==> src/inc/mpd_pkg.sv <==
// package for the motor parameter code decoder
package mpd_pkg;
  localparam int CODE_W = 7;
  localparam int EXP_W = 3;
  localparam int MANT_W = 4;
  localparam int LIN_W = 11;
  localparam logic [LIN_W-1:0] LIN_MAX = 11'h780;
  localparam logic [MANT_W-1:0] MANT_TAB_MIN = 4'h8;
  // wishbone map, byte addresses
  localparam logic [3:0] ADR_RES_CODE = 4'h0;
  localparam logic [3:0] ADR_BEMF_CODE = 4'h4;
  localparam logic [3:0] ADR_RES_LIN = 4'h8;
  localparam logic [3:0] ADR_BEMF_LIN = 4'hc;
  localparam logic [CODE_W-1:0] CODE_RST = 7'h00;

  typedef struct packed {
    logic [EXP_W-1:0] exponent;
    logic [MANT_W-1:0] mantissa;
  } mpd_code_t;

  typedef struct packed {
    logic cyc;
    logic stb;
    logic we;
    logic [3:0] adr;
    logic [3:0] sel;
    logic [31:0] dat;
  } mpd_wb_req_t;

  typedef struct packed {
    logic [1:0] rst_sync;
    mpd_code_t res_code;
    mpd_code_t bemf_code;
    logic [LIN_W-1:0] res_lin;
    logic [LIN_W-1:0] bemf_lin;
    logic ack;
    logic err;
    logic [31:0] rdat;
  } mpd_state_t;
endpackage

==> src/rtl/mpd_expand.sv <==
// shift-and-mantissa expander for one 7-bit code
`timescale 1ns/1ps
`default_nettype none
module mpd_expand (
  input wire mpd_pkg::mpd_code_t code_i,
  output logic [mpd_pkg::LIN_W-1:0] lin_o
);
  import mpd_pkg::*;
  // same formula for every code, no error flag
  assign lin_o = LIN_W'({7'h00, code_i.mantissa} << code_i.exponent);
endmodule
`default_nettype wire

==> src/rtl/mpd_top.sv <==
// motor parameter code decoder with wishbone registers
//
// The Wishbone slave port and the register offsets were chosen for this implementation.
`timescale 1ns/1ps
`default_nettype none
// Functional notes
// - back-emf code is exponent and mantissa; value is mantissa shifted by exponent.
// - back-emf code 0x7f decodes to 1920.
// - back-emf code 0x01 decodes to one.
// - resistance code zero gives zero, all-ones gives the largest value.
// - resistance code expands as mantissa shifted by exponent.
module mpd_top (
  input wire logic core_clk_i,
  input wire logic reset_n_i,
  input wire logic clk_en_i,
  input wire logic wb_cyc_i,
  input wire logic wb_stb_i,
  input wire logic wb_we_i,
  input wire logic [3:0] wb_adr_i,
  input wire logic [3:0] wb_sel_i,
  input wire logic [31:0] wb_dat_i,
  output logic [31:0] wb_dat_o,
  output logic wb_ack_o,
  output logic wb_err_o,
  output logic [mpd_pkg::LIN_W-1:0] res_lin_o,
  output logic [mpd_pkg::LIN_W-1:0] bemf_lin_o
);
  import mpd_pkg::*;

  mpd_state_t st_reg;
  mpd_state_t st_next;
  mpd_wb_req_t req;
  logic [LIN_W-1:0] res_exp;
  logic [LIN_W-1:0] bemf_exp;
  logic rst_n;

  assign rst_n = st_reg.rst_sync[1];
  assign req = '{cyc: wb_cyc_i, stb: wb_stb_i, we: wb_we_i, adr: wb_adr_i,
                 sel: wb_sel_i, dat: wb_dat_i};

  // ************************************
  // expanders
  // ************************************
  mpd_code_t code_vec [2];
  logic [LIN_W-1:0] lin_vec [2];
  assign code_vec[0] = st_reg.res_code;
  assign code_vec[1] = st_reg.bemf_code;
  // one expander per code, both share the same formula
  for (genvar g = 0; g < 2; g++) begin : g_expand
    mpd_expand i_mpd_expand (
      .code_i(code_vec[g]),
      .lin_o(lin_vec[g])
    );
  end
  assign res_exp = lin_vec[0];
  assign bemf_exp = lin_vec[1];

  function automatic logic adr_known(input logic [3:0] a);
    adr_known = (a == ADR_RES_CODE) || (a == ADR_BEMF_CODE) ||
                (a == ADR_RES_LIN) || (a == ADR_BEMF_LIN);
  endfunction

  // ************************************
  // next state
  // ************************************
  always_comb begin
    st_next = st_reg;
    st_next.rst_sync = {st_reg.rst_sync[0], 1'b1};
    // outputs registered so downstream sees a stable value
    st_next.res_lin = res_exp;
    st_next.bemf_lin = bemf_exp;
    st_next.ack = 1'b0;
    st_next.err = 1'b0;
    if (req.cyc && req.stb && !st_reg.ack && !st_reg.err) begin
      if (!adr_known(req.adr)) begin
        st_next.err = 1'b1;
      end else begin
        st_next.ack = 1'b1;
        case (req.adr)
          ADR_RES_CODE: st_next.rdat = {25'h0, st_reg.res_code};
          ADR_BEMF_CODE: st_next.rdat = {25'h0, st_reg.bemf_code};
          ADR_RES_LIN: st_next.rdat = {21'h0, st_reg.res_lin};
          ADR_BEMF_LIN: st_next.rdat = {21'h0, st_reg.bemf_lin};
          default: st_next.rdat = 32'h0;
        endcase
      end
    end
    // the write lands on the edge at which the master samples ack, so a
    // request dropped before its answer leaves the codes alone;
    // code bytes live in lane 0 and the linear words are read-only
    if (req.cyc && req.stb && req.we && req.sel[0] && st_reg.ack) begin
      if (req.adr == ADR_RES_CODE) begin
        st_next.res_code = req.dat[CODE_W-1:0];
      end
      if (req.adr == ADR_BEMF_CODE) begin
        st_next.bemf_code = req.dat[CODE_W-1:0];
      end
    end
  end

  // sync releases on first edges regardless of enable
  always_ff @(posedge core_clk_i or negedge reset_n_i) begin
    if (!reset_n_i) begin
      st_reg <= '0;
    end else if (!rst_n) begin
      st_reg <= '0;
      st_reg.rst_sync <= st_next.rst_sync;
    end else if (clk_en_i) begin
      st_reg <= st_next;
    end
  end

  assign wb_ack_o = st_reg.ack;
  assign wb_err_o = st_reg.err;
  assign wb_dat_o = st_reg.rdat;
  assign res_lin_o = st_reg.res_lin;
  assign bemf_lin_o = st_reg.bemf_lin;

  // ************************************
  // checks
  // ************************************
  chk_bemf_max_value: assert property (@(posedge core_clk_i) disable iff (!rst_n)
    (clk_en_i && st_reg.bemf_code == 7'h7f) |=> (bemf_lin_o == LIN_MAX))
    else $error("bemf max code not 1920");
  chk_bemf_min_value: assert property (@(posedge core_clk_i) disable iff (!rst_n)
    (clk_en_i && st_reg.bemf_code == 7'h01) |=> (bemf_lin_o == 11'h001))
    else $error("bemf min code not one");
  chk_res_zero_code: assert property (@(posedge core_clk_i) disable iff (!rst_n)
    (clk_en_i && st_reg.res_code == 7'h00) |=> (res_lin_o == 11'h000))
    else $error("res zero code not zero");
  chk_res_max_code: assert property (@(posedge core_clk_i) disable iff (!rst_n)
    (clk_en_i && st_reg.res_code == 7'h7f) |=> (res_lin_o == LIN_MAX))
    else $error("res max code not largest");
  chk_bemf_shift_formula: assert property (@(posedge core_clk_i) disable iff (!rst_n)
    clk_en_i |=> (bemf_lin_o == ({7'h0, $past(st_reg.bemf_code.mantissa)}
                  << $past(st_reg.bemf_code.exponent))))
    else $error("bemf decode mismatch");
  chk_res_shift_formula: assert property (@(posedge core_clk_i) disable iff (!rst_n)
    clk_en_i |=> (res_lin_o == ({7'h0, $past(st_reg.res_code.mantissa)}
                 << $past(st_reg.res_code.exponent))))
    else $error("res decode mismatch");
  chk_untab_no_error: assert property (@(posedge core_clk_i) disable iff (!rst_n)
    (clk_en_i && st_reg.res_code.exponent != 3'h0 && st_reg.res_code.mantissa < MANT_TAB_MIN)
    |=> (res_lin_o != 11'h000 || $past(st_reg.res_code.mantissa) == 4'h0))
    else $error("untabulated code lost");
  chk_wb_ack_pulse: assert property (@(posedge core_clk_i) disable iff (!rst_n)
    wb_ack_o && clk_en_i |=> !wb_ack_o)
    else $error("ack held two cycles");

  // ************************************
  // bus checks
  // ************************************
  // answers come one edge after the taking edge, never both at once
  chk_ack_err_apart: assert property (@(posedge core_clk_i) disable iff (!rst_n)
    !(wb_ack_o && wb_err_o))
    else $error("ack and err together");
  chk_wb_err_pulse: assert property (@(posedge core_clk_i) disable iff (!rst_n)
    wb_err_o && clk_en_i |=> !wb_err_o)
    else $error("err held two cycles");
  chk_ack_on_known: assert property (@(posedge core_clk_i) disable iff (!rst_n)
    (clk_en_i && wb_cyc_i && wb_stb_i && !wb_ack_o && !wb_err_o && adr_known(wb_adr_i))
    |=> (wb_ack_o && !wb_err_o))
    else $error("mapped request not acked");
  chk_err_on_unknown: assert property (@(posedge core_clk_i) disable iff (!rst_n)
    (clk_en_i && wb_cyc_i && wb_stb_i && !wb_ack_o && !wb_err_o && !adr_known(wb_adr_i))
    |=> (wb_err_o && !wb_ack_o))
    else $error("unmapped request not refused");
  chk_idle_no_answer: assert property (@(posedge core_clk_i) disable iff (!rst_n)
    (clk_en_i && !(wb_cyc_i && wb_stb_i)) |=> (!wb_ack_o && !wb_err_o))
    else $error("answer without request");
  // read words carry the value seen on the taking edge, upper bits zero
  chk_rdat_res_lin: assert property (@(posedge core_clk_i) disable iff (!rst_n)
    (clk_en_i && wb_cyc_i && wb_stb_i && !wb_ack_o && !wb_err_o && wb_adr_i == ADR_RES_LIN)
    |=> (wb_dat_o[LIN_W-1:0] == $past(res_lin_o) && wb_dat_o[31:LIN_W] == '0))
    else $error("res linear read wrong");
  chk_rdat_bemf_lin: assert property (@(posedge core_clk_i) disable iff (!rst_n)
    (clk_en_i && wb_cyc_i && wb_stb_i && !wb_ack_o && !wb_err_o && wb_adr_i == ADR_BEMF_LIN)
    |=> (wb_dat_o[LIN_W-1:0] == $past(bemf_lin_o) && wb_dat_o[31:LIN_W] == '0))
    else $error("bemf linear read wrong");
  chk_rdat_res_code: assert property (@(posedge core_clk_i) disable iff (!rst_n)
    (clk_en_i && wb_cyc_i && wb_stb_i && !wb_ack_o && !wb_err_o && wb_adr_i == ADR_RES_CODE)
    |=> (wb_dat_o[CODE_W-1:0] == $past(st_reg.res_code) && wb_dat_o[31:CODE_W] == '0))
    else $error("res code read wrong");
  // codes move only on the acked edge of a lane 0 write
  chk_write_bemf_code: assert property (@(posedge core_clk_i) disable iff (!rst_n)
    (clk_en_i && wb_ack_o && wb_cyc_i && wb_stb_i && wb_we_i && wb_sel_i[0] &&
     wb_adr_i == ADR_BEMF_CODE) |=> (st_reg.bemf_code == $past(wb_dat_i[CODE_W-1:0])))
    else $error("back-emf code write lost");
  chk_write_res_code: assert property (@(posedge core_clk_i) disable iff (!rst_n)
    (clk_en_i && wb_ack_o && wb_cyc_i && wb_stb_i && wb_we_i && wb_sel_i[0] &&
     wb_adr_i == ADR_RES_CODE) |=> (st_reg.res_code == $past(wb_dat_i[CODE_W-1:0])))
    else $error("resistance code write lost");
  chk_write_on_ack: assert property (@(posedge core_clk_i) disable iff (!rst_n)
    (clk_en_i && !wb_ack_o) |=> ($stable(st_reg.res_code) && $stable(st_reg.bemf_code)))
    else $error("code moved without ack");
  chk_lane_masked: assert property (@(posedge core_clk_i) disable iff (!rst_n)
    (wb_ack_o && !wb_sel_i[0]) |=> ($stable(st_reg.res_code) && $stable(st_reg.bemf_code)))
    else $error("masked write changed a code");
  chk_lin_read_only: assert property (@(posedge core_clk_i) disable iff (!rst_n)
    (wb_ack_o && (wb_adr_i == ADR_RES_LIN || wb_adr_i == ADR_BEMF_LIN))
    |=> ($stable(st_reg.res_code) && $stable(st_reg.bemf_code)))
    else $error("linear word write changed a code");

  // ************************************
  // decode and enable checks
  // ************************************
  // enable low holds everything, the released sync included
  chk_freeze_state: assert property (@(posedge core_clk_i) disable iff (!rst_n)
    !clk_en_i |=> $stable(st_reg))
    else $error("state moved with enable low");
  // no code, tabulated or not, can reach past the top value
  chk_lin_upper_bound: assert property (@(posedge core_clk_i) disable iff (!rst_n)
    res_lin_o <= LIN_MAX && bemf_lin_o <= LIN_MAX)
    else $error("linear value above 1920");
  chk_zero_mantissa: assert property (@(posedge core_clk_i) disable iff (!rst_n)
    (clk_en_i && st_reg.bemf_code.mantissa == 4'h0) |=> (bemf_lin_o == 11'h000))
    else $error("zero mantissa not zero");
  // outputs stay quiet until the sync copy of reset lets go
  chk_reset_quiet: assert property (@(posedge core_clk_i)
    !rst_n |-> (!wb_ack_o && !wb_err_o && res_lin_o == '0 && bemf_lin_o == '0))
    else $error("outputs live during reset");
endmodule
`default_nettype wire

==> config.mk <==
export PLATFORM = sky130hd
export DESIGN_NAME = mpd_top
export DESIGN_NICKNAME = d
export VERILOG_FILES = /design/src/inc/mpd_pkg.sv /design/src/rtl/mpd_expand.sv /design/src/rtl/mpd_top.sv
export SDC_FILE = /design/constraint.sdc
export NUM_CORES = 1
export LEC_CHECK = 0
export BUFFER_PORTS_ARGS = -buffer_cell sky130_fd_sc_hd__buf_2
export CAP_MARGIN = 5
export CORE_ASPECT_RATIO = 1.4
export CORE_MARGIN = 5
export CORE_UTILIZATION = 30
export DETAILED_ROUTE_END_ITERATION = 7
export HOLD_SLACK_MARGIN = 0.15
export PLACE_DENSITY = 0.58
export SYNTH_ARGS = -nofsm -noshare
export SYNTH_HDL_FRONTEND = slang
export SYNTH_SLANG_ARGS = --single-unit
==> constraint.sdc <==
create_clock -name core_clk_i -period 1.4 [get_ports core_clk_i]
set_input_delay 0.14 -clock core_clk_i [delete_from_list [all_inputs] [get_ports core_clk_i]]
set_output_delay 0.14 -clock core_clk_i [all_outputs]
set_load 0.01 [all_outputs]
==> run_results.csv, run 1 <==
group,metric,value,unit
cts,clock-sinks,51,
detailed_routing,drc,0,
detailed_routing,dr.first_iter.drc_count,107,
yosys,synth_fa_ha_area_share,0,%
pwr,p_sw,0.7835,mW
cts,insertion_delay,0.29,ns
die,die-height,123.8,um
sta,fin_tns_setup,0,ns
detailed_routing,vias,2266,
place,place_area,3213,sq um
place,portBuffers,52,
die,io_pins,102,
cts,cts_made_buffers,5,
yosys,yosysSeqAreaShare,46.03,%
detailed_routing,wl,7389,um
sta,fin_crit_sh,96.03,%
die,num_rows,41,
setup_path,cpPeakStageDelay,0.48,ns
run,maxCapViolations,0,
setup_path,worstSetupEndpointType,"register",
yosys,yosysUniqueCellTypes,42,
sta,fmax,743.8,MHz
sta,finalHoldViolations,0,
grt,grt_usage,13.09,%
yosys,syn_inst,285,
hold_path,worstHoldPathType,"input pin to register",
pwr,cellPowerDensity,911.5,nW/um^2
cells_and_area,post-route-util,38.30,%
setup_path,critPathArrivalTime,1.51,ns
pwr,leakagePower,1.590,nW
die,die_w,91.25,um
cts,clk_pin_slew,0.06,ns
yosys,synth_compound_area_share,16.25,%
grt,grt_pass1_wl,11860,um
sta,finClkSkew,0.004503,ns
yosys,synth.avg_cell_area,9.729,sq um
yosys,synthXorXnorAreaFrac,0,%
sta,layout_min_cycle_time,1.344,ns
place,dp_cells,447,
yosys,synth_top_family_by_area,"simple AND/OR/NAND/NOR gates",
place,gp_congestion,0.8573,
sta,slew_violations,0,
cells_and_area,stdcell_area,3458,sq um
grt,overflow,0,
setup_path,criticalPathCategory,"register to register",
pwr,pwr-share-seq,50.1,%
cts,cts_tree,"yes",
pwr,p_total,3.152,mW
cts,cts_buffer_depth,2,
cts,cts_setup_buffers,0,
cells_and_area,nets,401,
yosys,ys_top_cells_by_area,"dfrtp_1, mux2i_1, buf_4",
cells_and_area,final_cells,463,
cells_and_area,areaGrowthSynthToFinish,24.73,%
setup_path,cp_max_fo,14,
die,initial_core_util,30.71,%
setup_path,crit_path_start_kind,"register",
yosys,muxShareOfSynthArea,10.56,%
pwr,switching_share,24.86,%
pwr,power.share.clock,37.4,%
pwr,ir_drop,0.5430,mV
place,dp_hpwl,5728,um
grt,grt_max_degree,28,
setup_path,cp_cell_sequence,"nand4_1 > or3_4 > nand3_1 > o21ai_1",
cts,htree_levels,2,
detailed_routing,detail_route.first_pass.iterations,4,
detailed_routing,viasPerCell,4.894,
yosys,ys_ff_latch,51,
setup_path,slowest_stage,"or3_4",
yosys,ys_warn_count,0,
cts,cts-root-buf,"clkbuf_16",
pwr,comb_power_share,12.5,%
detailed_routing,final_antenna_net_count,0,
grt,antenna_found_initial,0,
cells_and_area,antenna_cells,0,
cells_and_area,drive_gt1_share,28.09,%
die,coreArea,9029,sq um
sta,rsz0062_at_grt,"false",
grt,grt_pass1_vias,2283,
yosys,synthSimpleGateAreaFrac,17.10,%
run_status,status,"finished clean",
detailed_routing,wl_per_cell,15.96,um
sta,finalSetupViolCount,0,
die,dieArea,11290,sq um
yosys,syn_area,2773,sq um
yosys,synth_top_cell_by_area,"dfrtp_1",
setup_path,cp.required,1.57,ns
pwr,p_int,2.369,mW
yosys,synth_top_area_share,46.03,%
==> cells in the mapped netlist <==
| master | number |
|---|---|
| nand4_1 | 4 |
| o21ai_1 | 16 |
| clkbuf_1 | 13 |
| or2_1 | 1 |
| mux2i_1 | 27 |
| o21ai_2 | 1 |
| a21boi_0 | 2 |
| nand4b_1 | 1 |
| nand3b_1 | 1 |
| a21boi_1 | 1 |
| mux2_2 | 2 |
| o22a_1 | 4 |
| nor4b_1 | 1 |
| a32oi_1 | 1 |
| o21ai_0 | 11 |
| or3_1 | 1 |
| a32o_1 | 3 |
| buf_1 | 2 |
| nand2_1 | 24 |
| a22o_1 | 1 |
| o22a_2 | 3 |
| and3_1 | 1 |
| and2_1 | 3 |
| dfrtp_1 | 51 |
| conb_1 | 1 |
| nand2b_1 | 4 |
| a31oi_1 | 4 |
| nor2_1 | 6 |
| buf_4 | 21 |
| o221a_1 | 1 |
| o31ai_1 | 3 |
| buf_6 | 3 |
| nor2b_1 | 18 |
| o2bb2ai_1 | 1 |
| a21oi_1 | 19 |
| or3_4 | 2 |
| nor4_1 | 3 |
| nand3_2 | 2 |
| nand3_1 | 15 |
| buf_2 | 4 |
| inv_1 | 2 |
| o221ai_1 | 1 |
==> kinds of logic (layout without fill, tap and decap cells) <==
group	count (synthesis)	in the layout
buffers and inverters	45	96
AND/OR/NAND/NOR	87	87
multiplexers	29	29
AO/OA/AOI/OAI	72	72
other	1	21
flip-flops	51	51
==> flip-flops by register name, indices dropped and copies added, names as in the netlist <==
signal and count:
bemf_lin_o 11, st_next 1, rst_n 1, res_lin_o 11, wb_ack_o 1, code_vec 14
wb_err_o 1, wb_dat_o 11
==> critical path: cells and delay by family (launching register included) <==
kind	cells	cell delay [ns]
AND/OR/NAND/NOR	3	0.73
AO/OA/AOI/OAI	1	0.07
flip-flops	1	0.43
==> layout by cell type, fill, tap and decap left out, drive strengths merged, types with 6 or more instances in the layout <==
cell type / Yosys / routed
buf: 30 / 78
dfrtp: 51 / 51
o21ai: 28 / 28
mux2i: 27 / 27
nand2: 24 / 24
conb: 1 / 21
a21oi: 19 / 19
nor2b: 18 / 18
nand3: 17 / 17
dlygate4sd3: 0 / 8
clkbuf: 13 / 7
o22a: 7 / 7
nor2: 6 / 6
==> power by group through the flow <==
stage / Clock (mW) / Combinational (mW) / Sequential, mW
2_1_floorplan: 0 / 0.201 / 1.63
6_report: 1.18 / 0.395 / 1.58
3_5_place_dp: 0 / 0.381 / 1.61
5_1_grt: 1.26 / 0.438 / 1.59
3_3_place_gp: 0 / 0.378 / 1.60
4_1_cts: 1.21 / 0.399 / 1.58
==> routing by layer <==
metal	track usage, %	vias to the layer above	part of all wire (%)
li1	-	1111	-
met1	14.74	1073	40
met2	23.47	72	51
met3	3.202	10	6.1
met4	5.596	0	2.3
met5	0	-	0
==> metrics by stage <==
step,hold slack [ns],worst slack (ns)
floorplan,-0.1556,0.002763
global placement,0.1215,-0.02343
detailed placement,0.1244,-0.03614
CTS,0.2973,0.008512
global route,0.3471,0.0004223
finish,0.3159,0.05562
==> worst paths after layout <==
path                       depth (start not counted)                       end               startpoint  slack (ns)
max reg2reg                                        4   code_vec[6]$_DFFE_PN0P_     wb_ack_o$_DFFE_PN0P_        0.06
min                                                5      wb_err_o$_DFFE_PN0P_                 wb_cyc_i        0.32
max                                                4   code_vec[6]$_DFFE_PN0P_     wb_ack_o$_DFFE_PN0P_        0.06
min in group asynchronous                          2  res_lin_o[0]$_DFFE_PN0P_                reset_n_i        0.35
max in group asynchronous                          3  code_vec[11]$_DFFE_PN0P_                reset_n_i        0.54
min reg2reg                                        1           rst_n$_DFF_PN0_  st_next[71]$_DFFE_PN0P_        0.48
==> cell type report <==
class,instances,area [sq um]
fill,948,5570
multi-input combinational,209,1323
sequential,51,1280
timing repair buffer,86,576.8
tap,107,133.9
clock buffer,7,132.6
inverter,2,7.507
clock inverter,1,5.005
==> what timing repair did <==
item                                    CTS  global route
hold buffers                              8             0
gates resized for setup                   2             6
pin swaps                                 0             3
cloned                                    0             0
endpoints found under the hold margin    30             0
endpoints found under the setup margin    2            17
(Power assumes the default switching activity.)
==> run 2, diff against run 1 <==
==> constraint.sdc (replaced) <==
create_clock -name core_clk_i -period 1.4 [get_ports core_clk_i]
set_input_delay 0.28 -clock core_clk_i [delete_from_list [all_inputs] [get_ports core_clk_i]]
set_output_delay 0.28 -clock core_clk_i [all_outputs]
set_load 0.01 [all_outputs]
==> run 2 against run 1 <==
Against the previous run: worst setup slack got worse by 0.0027 ns; count of clock-buffer cells in the layout is 2 lower; combinational power shrank 3%; cell area increased by 0.43%; first-iteration DRC count shrank 24%; routed wire length is 0.65% lower; clock power up 14%; critical path depth rose by 1; critical endpoint is now res_lin_o[4]$_DFFE_PN0P_.
==> run_results.csv, run 2 (synthesis results as in run 1) <==
group,metric,value,unit
setup_path,worstSetupEndpointType,"register",
setup_path,worstSetupStartpoint,"code_vec[11]$_DFFE_PN0P_",
detailed_routing,detail_route.first_pass.iterations,4,
die,coreArea,9029,sq um
sta,finalSetupViolCount,0,
setup_path,crit_top_cell,"a21oi_1",
setup_path,cp_cell_sequence,"buf_4 > a21oi_1 > a21oi_1 > and2_1 > o221a_1",
detailed_routing,wl_per_cell,15.92,um
detailed_routing,final_antenna_net_count,0,
die,dieArea,11290,sq um
cells_and_area,stdcell_area,3473,sq um
pwr,ir_drop,0.4964,mV
die,die-height,123.8,um
cts,clk_pin_slew,0.07,ns
pwr,p_int,2.532,mW
setup_path,cp_max_fo,6,
cells_and_area,drive_gt1_share,31.92,%
hold_path,worstHoldPathType,"input pin to register",
sta,layout_min_cycle_time,1.347,ns
cts,insertion_delay,0.29,ns
die,die_w,91.25,um
detailed_routing,viasPerCell,4.913,
grt,antenna_found_initial,0,
pwr,p_sw,0.7851,mW
cells_and_area,nets,400,
sta,fin_hold_ws,0.2482,ns
setup_path,slowest_stage,"dfrtp_2",
sta,layout_setup_ws,0.05295,ns
grt,grt_max_degree,52,
sta,fin_crit_sh,96.22,%
grt,overflow,0,
pwr,cellPowerDensity,955.1,nW/um^2
run,maxCapViolations,0,
sta,rsz0062_at_grt,"true",
detailed_routing,vias,2265,
place,pre_cts_slack,-0.1814,ns
hold_path,hold_start,"wb_dat_i[3]",
cts,cts_tree,"yes",
setup_path,criticalPathCategory,"register to register",
cts,cts_made_buffers,5,
setup_path,crit-reg2reg-launch,"code_vec[11]$_DFFE_PN0P_",
pwr,p_total,3.317,mW
place,portBuffers,52,
pwr,switching_share,23.67,%
cells_and_area,largest_reg_flops,14,
die,initial_core_util,30.71,%
cts,cts-root-buf,"clkbuf_16",
sta,fmax,742.4,MHz
place,gp_congestion,0.8806,
pwr,power.share.clock,40.7,%
sta,finClkSkew,0.005766,ns
cells_and_area,areaGrowthSynthToFinish,25.27,%
cells_and_area,antenna_cells,0,
setup_path,crit_path_start_kind,"register",
setup_path,critPathArrivalTime,1.52,ns
die,io_pins,102,
cts,clock-sinks,51,
cells_and_area,layout_common_cells,"buf_2, dfrtp_1, buf_4",
pwr,comb_power_share,11.6,%
pwr,leakagePower,1.598,nW
setup_path,cpLargestDelayFamily,"flip-flops",
sta,slew_violations,0,
sta,finalHoldViolations,0,
place,place_area,3271,sq um
run_status,status,"finished clean",
setup_path,cp.required,1.58,ns
cells_and_area,post-route-util,38.47,%
cells_and_area,final_common_cell,"buf_2",
setup_path,crit_buf_inv,1,
grt,grt_usage,13.25,%
setup_path,cpPeakStageDelay,0.46,ns
cts,cts_setup_buffers,0,
cts,htree_levels,2,
detailed_routing,dr.first_iter.drc_count,81,
pwr,pwr-share-seq,47.8,%
detailed_routing,wl,7341,um
die,num_rows,41,
grt,grt_pass1_vias,2313,
place,dp_hpwl,5770,um
grt,grt_pass1_wl,11960,um
detailed_routing,drc,0,
cts,cts_buffer_depth,2,
==> run 2: changes by cell type in the layout (fill, tap and decap cells not counted), moves of 2 or more <==
cell and change:
buf_4 +8, nand3_2 +5, dlygate4sd3_1 -7, nand3_1 -5
clkbuf_1 -2
==> run 2: routing by layer <==
| layer | share of wire [%] | wire length, um | GRT usage [%] |
|---|---|---|---|
| met5 | 0 | 0 | 0 |
| met3 | 5.0 | 366 | 2.659 |
| met1 | 40 | 2922 | 15.26 |
| met4 | 3.2 | 235 | 6.147 |
| met2 | 52 | 3816 | 23.56 |
==> run 2: final timing paths <==
path	end	slack [ns]	depth (start not counted)
worst min register to register	rst_n$_DFF_PN0_	0.45	1
min in group asynchronous	wb_dat_o[0]$_DFFE_PN0P_	0.51	3
max in group asynchronous	code_vec[11]$_DFFE_PN0P_	0.65	3
worst max-delay path	res_lin_o[4]$_DFFE_PN0P_	0.05	5
worst max register to register	res_lin_o[4]$_DFFE_PN0P_	0.05	5
worst min-delay path	code_vec[3]$_DFFE_PN0P_	0.25	3
==> run 2: what timing repair did <==
action | 4_1_cts | 5_1_grt
endpoints found under the hold margin | 51 | 0
pin swaps | 0 | 3
setup endpoints to repair | 13 | 20
hold buffers | 1 | 0
gates resized for setup | 3 | 6
gates cloned | 0 | 0
==> run 2: worst register-to-register path: cells and delay by family, from the launching register on <==
family                 cells  cell delay (ns)
AOI/OAI and AO/OA          3             0.43
buffers and inverters      1             0.16
DFF                        1             0.46
and+or+nand+nor            1             0.18
==> run 2: stage by stage <==
stage                     cells  setup TNS, ns
after global routing        461       -0.01162
final                       461              0
after floorplan             305         -1.251
after global placement      453         -2.445
after CTS                   461              0
after detailed placement    453         -2.672
==> run 2: layout make-up <==
class / count / area [sq um]
Tap cell: 107 / 133.9
Clock buffer: 5 / 125.1
Clock inverter: 2 / 37.54
Inverter: 2 / 7.507
Timing Repair Buffer: 85 / 535.5
Multi-Input combinational cell: 209 / 1354
Sequential cell: 51 / 1280
Fill cell: 928 / 5555
==> run 2: power groups by stage <==
stage	Sequential (mW)	Combinational (mW)	Clock, mW
floorplan	1.64	0.201	0
global placement	1.61	0.382	0
detailed placement	1.61	0.387	0
CTS	1.58	0.389	1.37
global route	1.59	0.428	1.44
finish	1.58	0.384	1.35
==> run 3, diff against run 2 <==
CTS_CLUSTER_DIAMETER = 80   (was default)
PLACE_DENSITY = 0.56   (was 0.58)
clock period = 1.7 ns   (was 1.4 ns; I/O delays follow)
==> run 3 against run 2 <==
Against the previous run: via count shrank 1.6%; critical endpoint unchanged; non-clock buffer count shrank 18; routed wire length shrank 2.2%; register-to-register slack gained 0.13 ns; power shrank 20%; maximum frequency shrank 11%; clock skew shrank 0.0024 ns; largest cell class unchanged; first-iteration DRC count grew 120%; flip-flop and latch count is the same; core utilization shrank 2.2 points; combinational power shrank 22%; critical path depth shrank 1.
==> run_results.csv, run 3 (synthesis results as in run 1) <==
group,metric,value,unit
sta,fmax,657.9,MHz
die,initial_core_util,30.71,%
die,die-height,123.8,um
detailed_routing,wl_per_cell,16.18,um
sta,finClkSkew,0.003373,ns
setup_path,criticalPathCategory,"register to register",
sta,slew_violations,0,
detailed_routing,dr.first_iter.drc_count,177,
die,io_pins,102,
run_status,status,"finished clean",
sta,finalHoldViolations,0,
cts,clk_pin_slew,0.06,ns
setup_path,cp_cell_sequence,"mux2i_1 > a21oi_1 > and2_1 > o221a_1",
die,coreArea,9029,sq um
grt,antenna_found_initial,0,
place,place_area,3110,sq um
cts,cts_setup_buffers,0,
setup_path,worstSetupEndpointType,"register",
place,pre_cts_slack,0.004428,ns
sta,finalSetupViolCount,0,
cts,insertion_delay,0.29,ns
setup_path,crit_path_start_kind,"register",
detailed_routing,dr_wl_met2,3657,um
place,gp_congestion,0.8544,
pwr,cellPowerDensity,806.9,nW/um^2
cts,cts-root-buf,"clkbuf_16",
cells_and_area,nets,382,
detailed_routing,viasPerCell,5.018,
cts,htree_levels,2,
setup_path,cp.required,1.88,ns
grt,grt_pass1_vias,2176,
grt,grt_max_degree,52,
detailed_routing,drc,0,
sta,fin_tns_setup,0,ns
setup_path,crit-reg2reg-launch,"code_vec[11]$_DFFE_PN0P_",
cts,cts_buffer_depth,2,
setup_path,cpPeakStageDelay,0.54,ns
grt,overflow,0,
cells_and_area,stdcell_area,3277,sq um
detailed_routing,vias,2228,
setup_path,r2r-end,"res_lin_o[4]$_DFFE_PN0P_",
cells_and_area,largest_reg_flops,14,
pwr,leakagePower,1.504,nW
die,dieArea,11290,sq um
setup_path,rr_worst_depth,4,
die,num_rows,41,
hold_path,worstHoldPathType,"input pin to register",
cells_and_area,areaGrowthSynthToFinish,18.19,%
detailed_routing,top_layer_used,"met4",
cells_and_area,post-route-util,36.29,%
pwr,p_int,2.016,mW
sta,layout_setup_ws,0.1800,ns
pwr,power.share.clock,39.5,%
setup_path,r2r_slack,0.18,ns
detailed_routing,wl,7183,um
detailed_routing,detail_route.first_pass.iterations,4,
pwr,comb_power_share,11.3,%
setup_path,critPathArrivalTime,1.70,ns
cells_and_area,layout_common_cells,"buf_2, dfrtp_1, mux2i_1",
pwr,p_sw,0.6278,mW
sta,fin_crit_sh,89.41,%
setup_path,slowest_stage,"dfrtp_1",
pwr,ir_drop,0.4655,mV
cells_and_area,antenna_cells,0,
detailed_routing,drt-met1-wl,2859,um
sta,fin_hold_ws,0.3069,ns
grt,grt_pass1_wl,11670,um
sta,rsz0062_at_grt,"false",
cts,cts_made_buffers,5,
setup_path,worstSetupStartpoint,"code_vec[11]$_DFFE_PN0P_",
cts,cts_tree,"yes",
pwr,switching_share,23.74,%
detailed_routing,final_antenna_net_count,0,
run,maxCapViolations,0,
pwr,pwr-share-seq,49.2,%
cells_and_area,final_common_cell,"buf_2",
setup_path,endpoint,"res_lin_o[4]$_DFFE_PN0P_",
cts,clock-sinks,51,
die,die_w,91.25,um
sta,layout_min_cycle_time,1.520,ns
cells_and_area,nFillCells,930,
place,dp_hpwl,5477,um
cells_and_area,drive_gt1_share,24.93,%
grt,grt_usage,13.13,%
detailed_routing,dr_wl_met3,404,um
setup_path,cp_max_fo,9,
place,portBuffers,52,
-- run 3: changes by cell type in the layout (fill, tap and decap cells not counted), moves of 2 or more --
cell,before,now
clkbuf_8,0,2
nand3_2,7,2
nand3_1,10,15
buf_4,30,12
dfrtp_1,48,51
dfrtp_2,3,0
mux2i_2,2,0
mux2i_1,25,27
-- run 3: area by class of cell --
| class | instances | area [sq um] | area share, % |
|---|---|---|---|
| clock buffers | 8 | 156.4 | 4.773 |
| inverters | 2 | 7.507 | 0.2291 |
| multi-input cells | 209 | 1303 | 39.75 |
| flip-flops and latches | 51 | 1276 | 38.95 |
| well taps | 107 | 133.9 | 4.086 |
| repair buffers | 67 | 400.4 | 12.22 |
-- run 3: worst max-delay path, delay by kind of cell (launching register included) --
family	cells	cell delay (ns)
AO/OA/AOI/OAI	2	0.36
flip-flops	1	0.54
multiplexers	1	0.32
AND/OR/NAND/NOR	1	0.19
-- run 3: routing by layer --
metal  global-route usage, %  vias to the layer above
met4                   6.606                        0
met5                       0                        -
met1                   15.17                     1070
li1                        -                     1072
met2                   22.61                       71
met3                   3.202                       15
-- run 3: timing repair --
action                                 in CTS  in global routing
hold buffers                                1                  0
endpoints found under the hold margin      51                  0
resized for setup                           0                  0
-- run 3: worst min-delay path by stage --
stage	start	end	slack (ns)	cells after the start
after global routing	wb_dat_i[6]	code_vec[13]$_DFFE_PN0P_	0.31	3
after global placement	reset_n_i	wb_dat_o[0]$_DFFE_PN0P_	0.35	2
after CTS	wb_dat_i[6]	code_vec[13]$_DFFE_PN0P_	0.30	3
after floorplan	reset_n_i	bemf_lin_o[0]$_DFFE_PN0P_	0.04	0
after detailed placement	reset_n_i	wb_dat_o[2]$_DFFE_PN0P_	0.35	2
final	wb_dat_i[6]	code_vec[13]$_DFFE_PN0P_	0.31	3
-- run 3: per-stage QoR --
step,power [mW],std cells
final,2.644,444
after global routing,2.766,444
after CTS,2.688,444
after detailed placement,1.628,435
after global placement,1.626,435
after floorplan,1.512,305
-- run 3: power by group through the flow --
stage	registers, mW	logic, mW	clock network (mW)
after floorplan	1.35	0.166	0
after global placement	1.32	0.305	0
after detailed placement	1.32	0.305	0
after CTS	1.30	0.307	1.08
after global routing	1.31	0.336	1.12
final	1.30	0.300	1.04
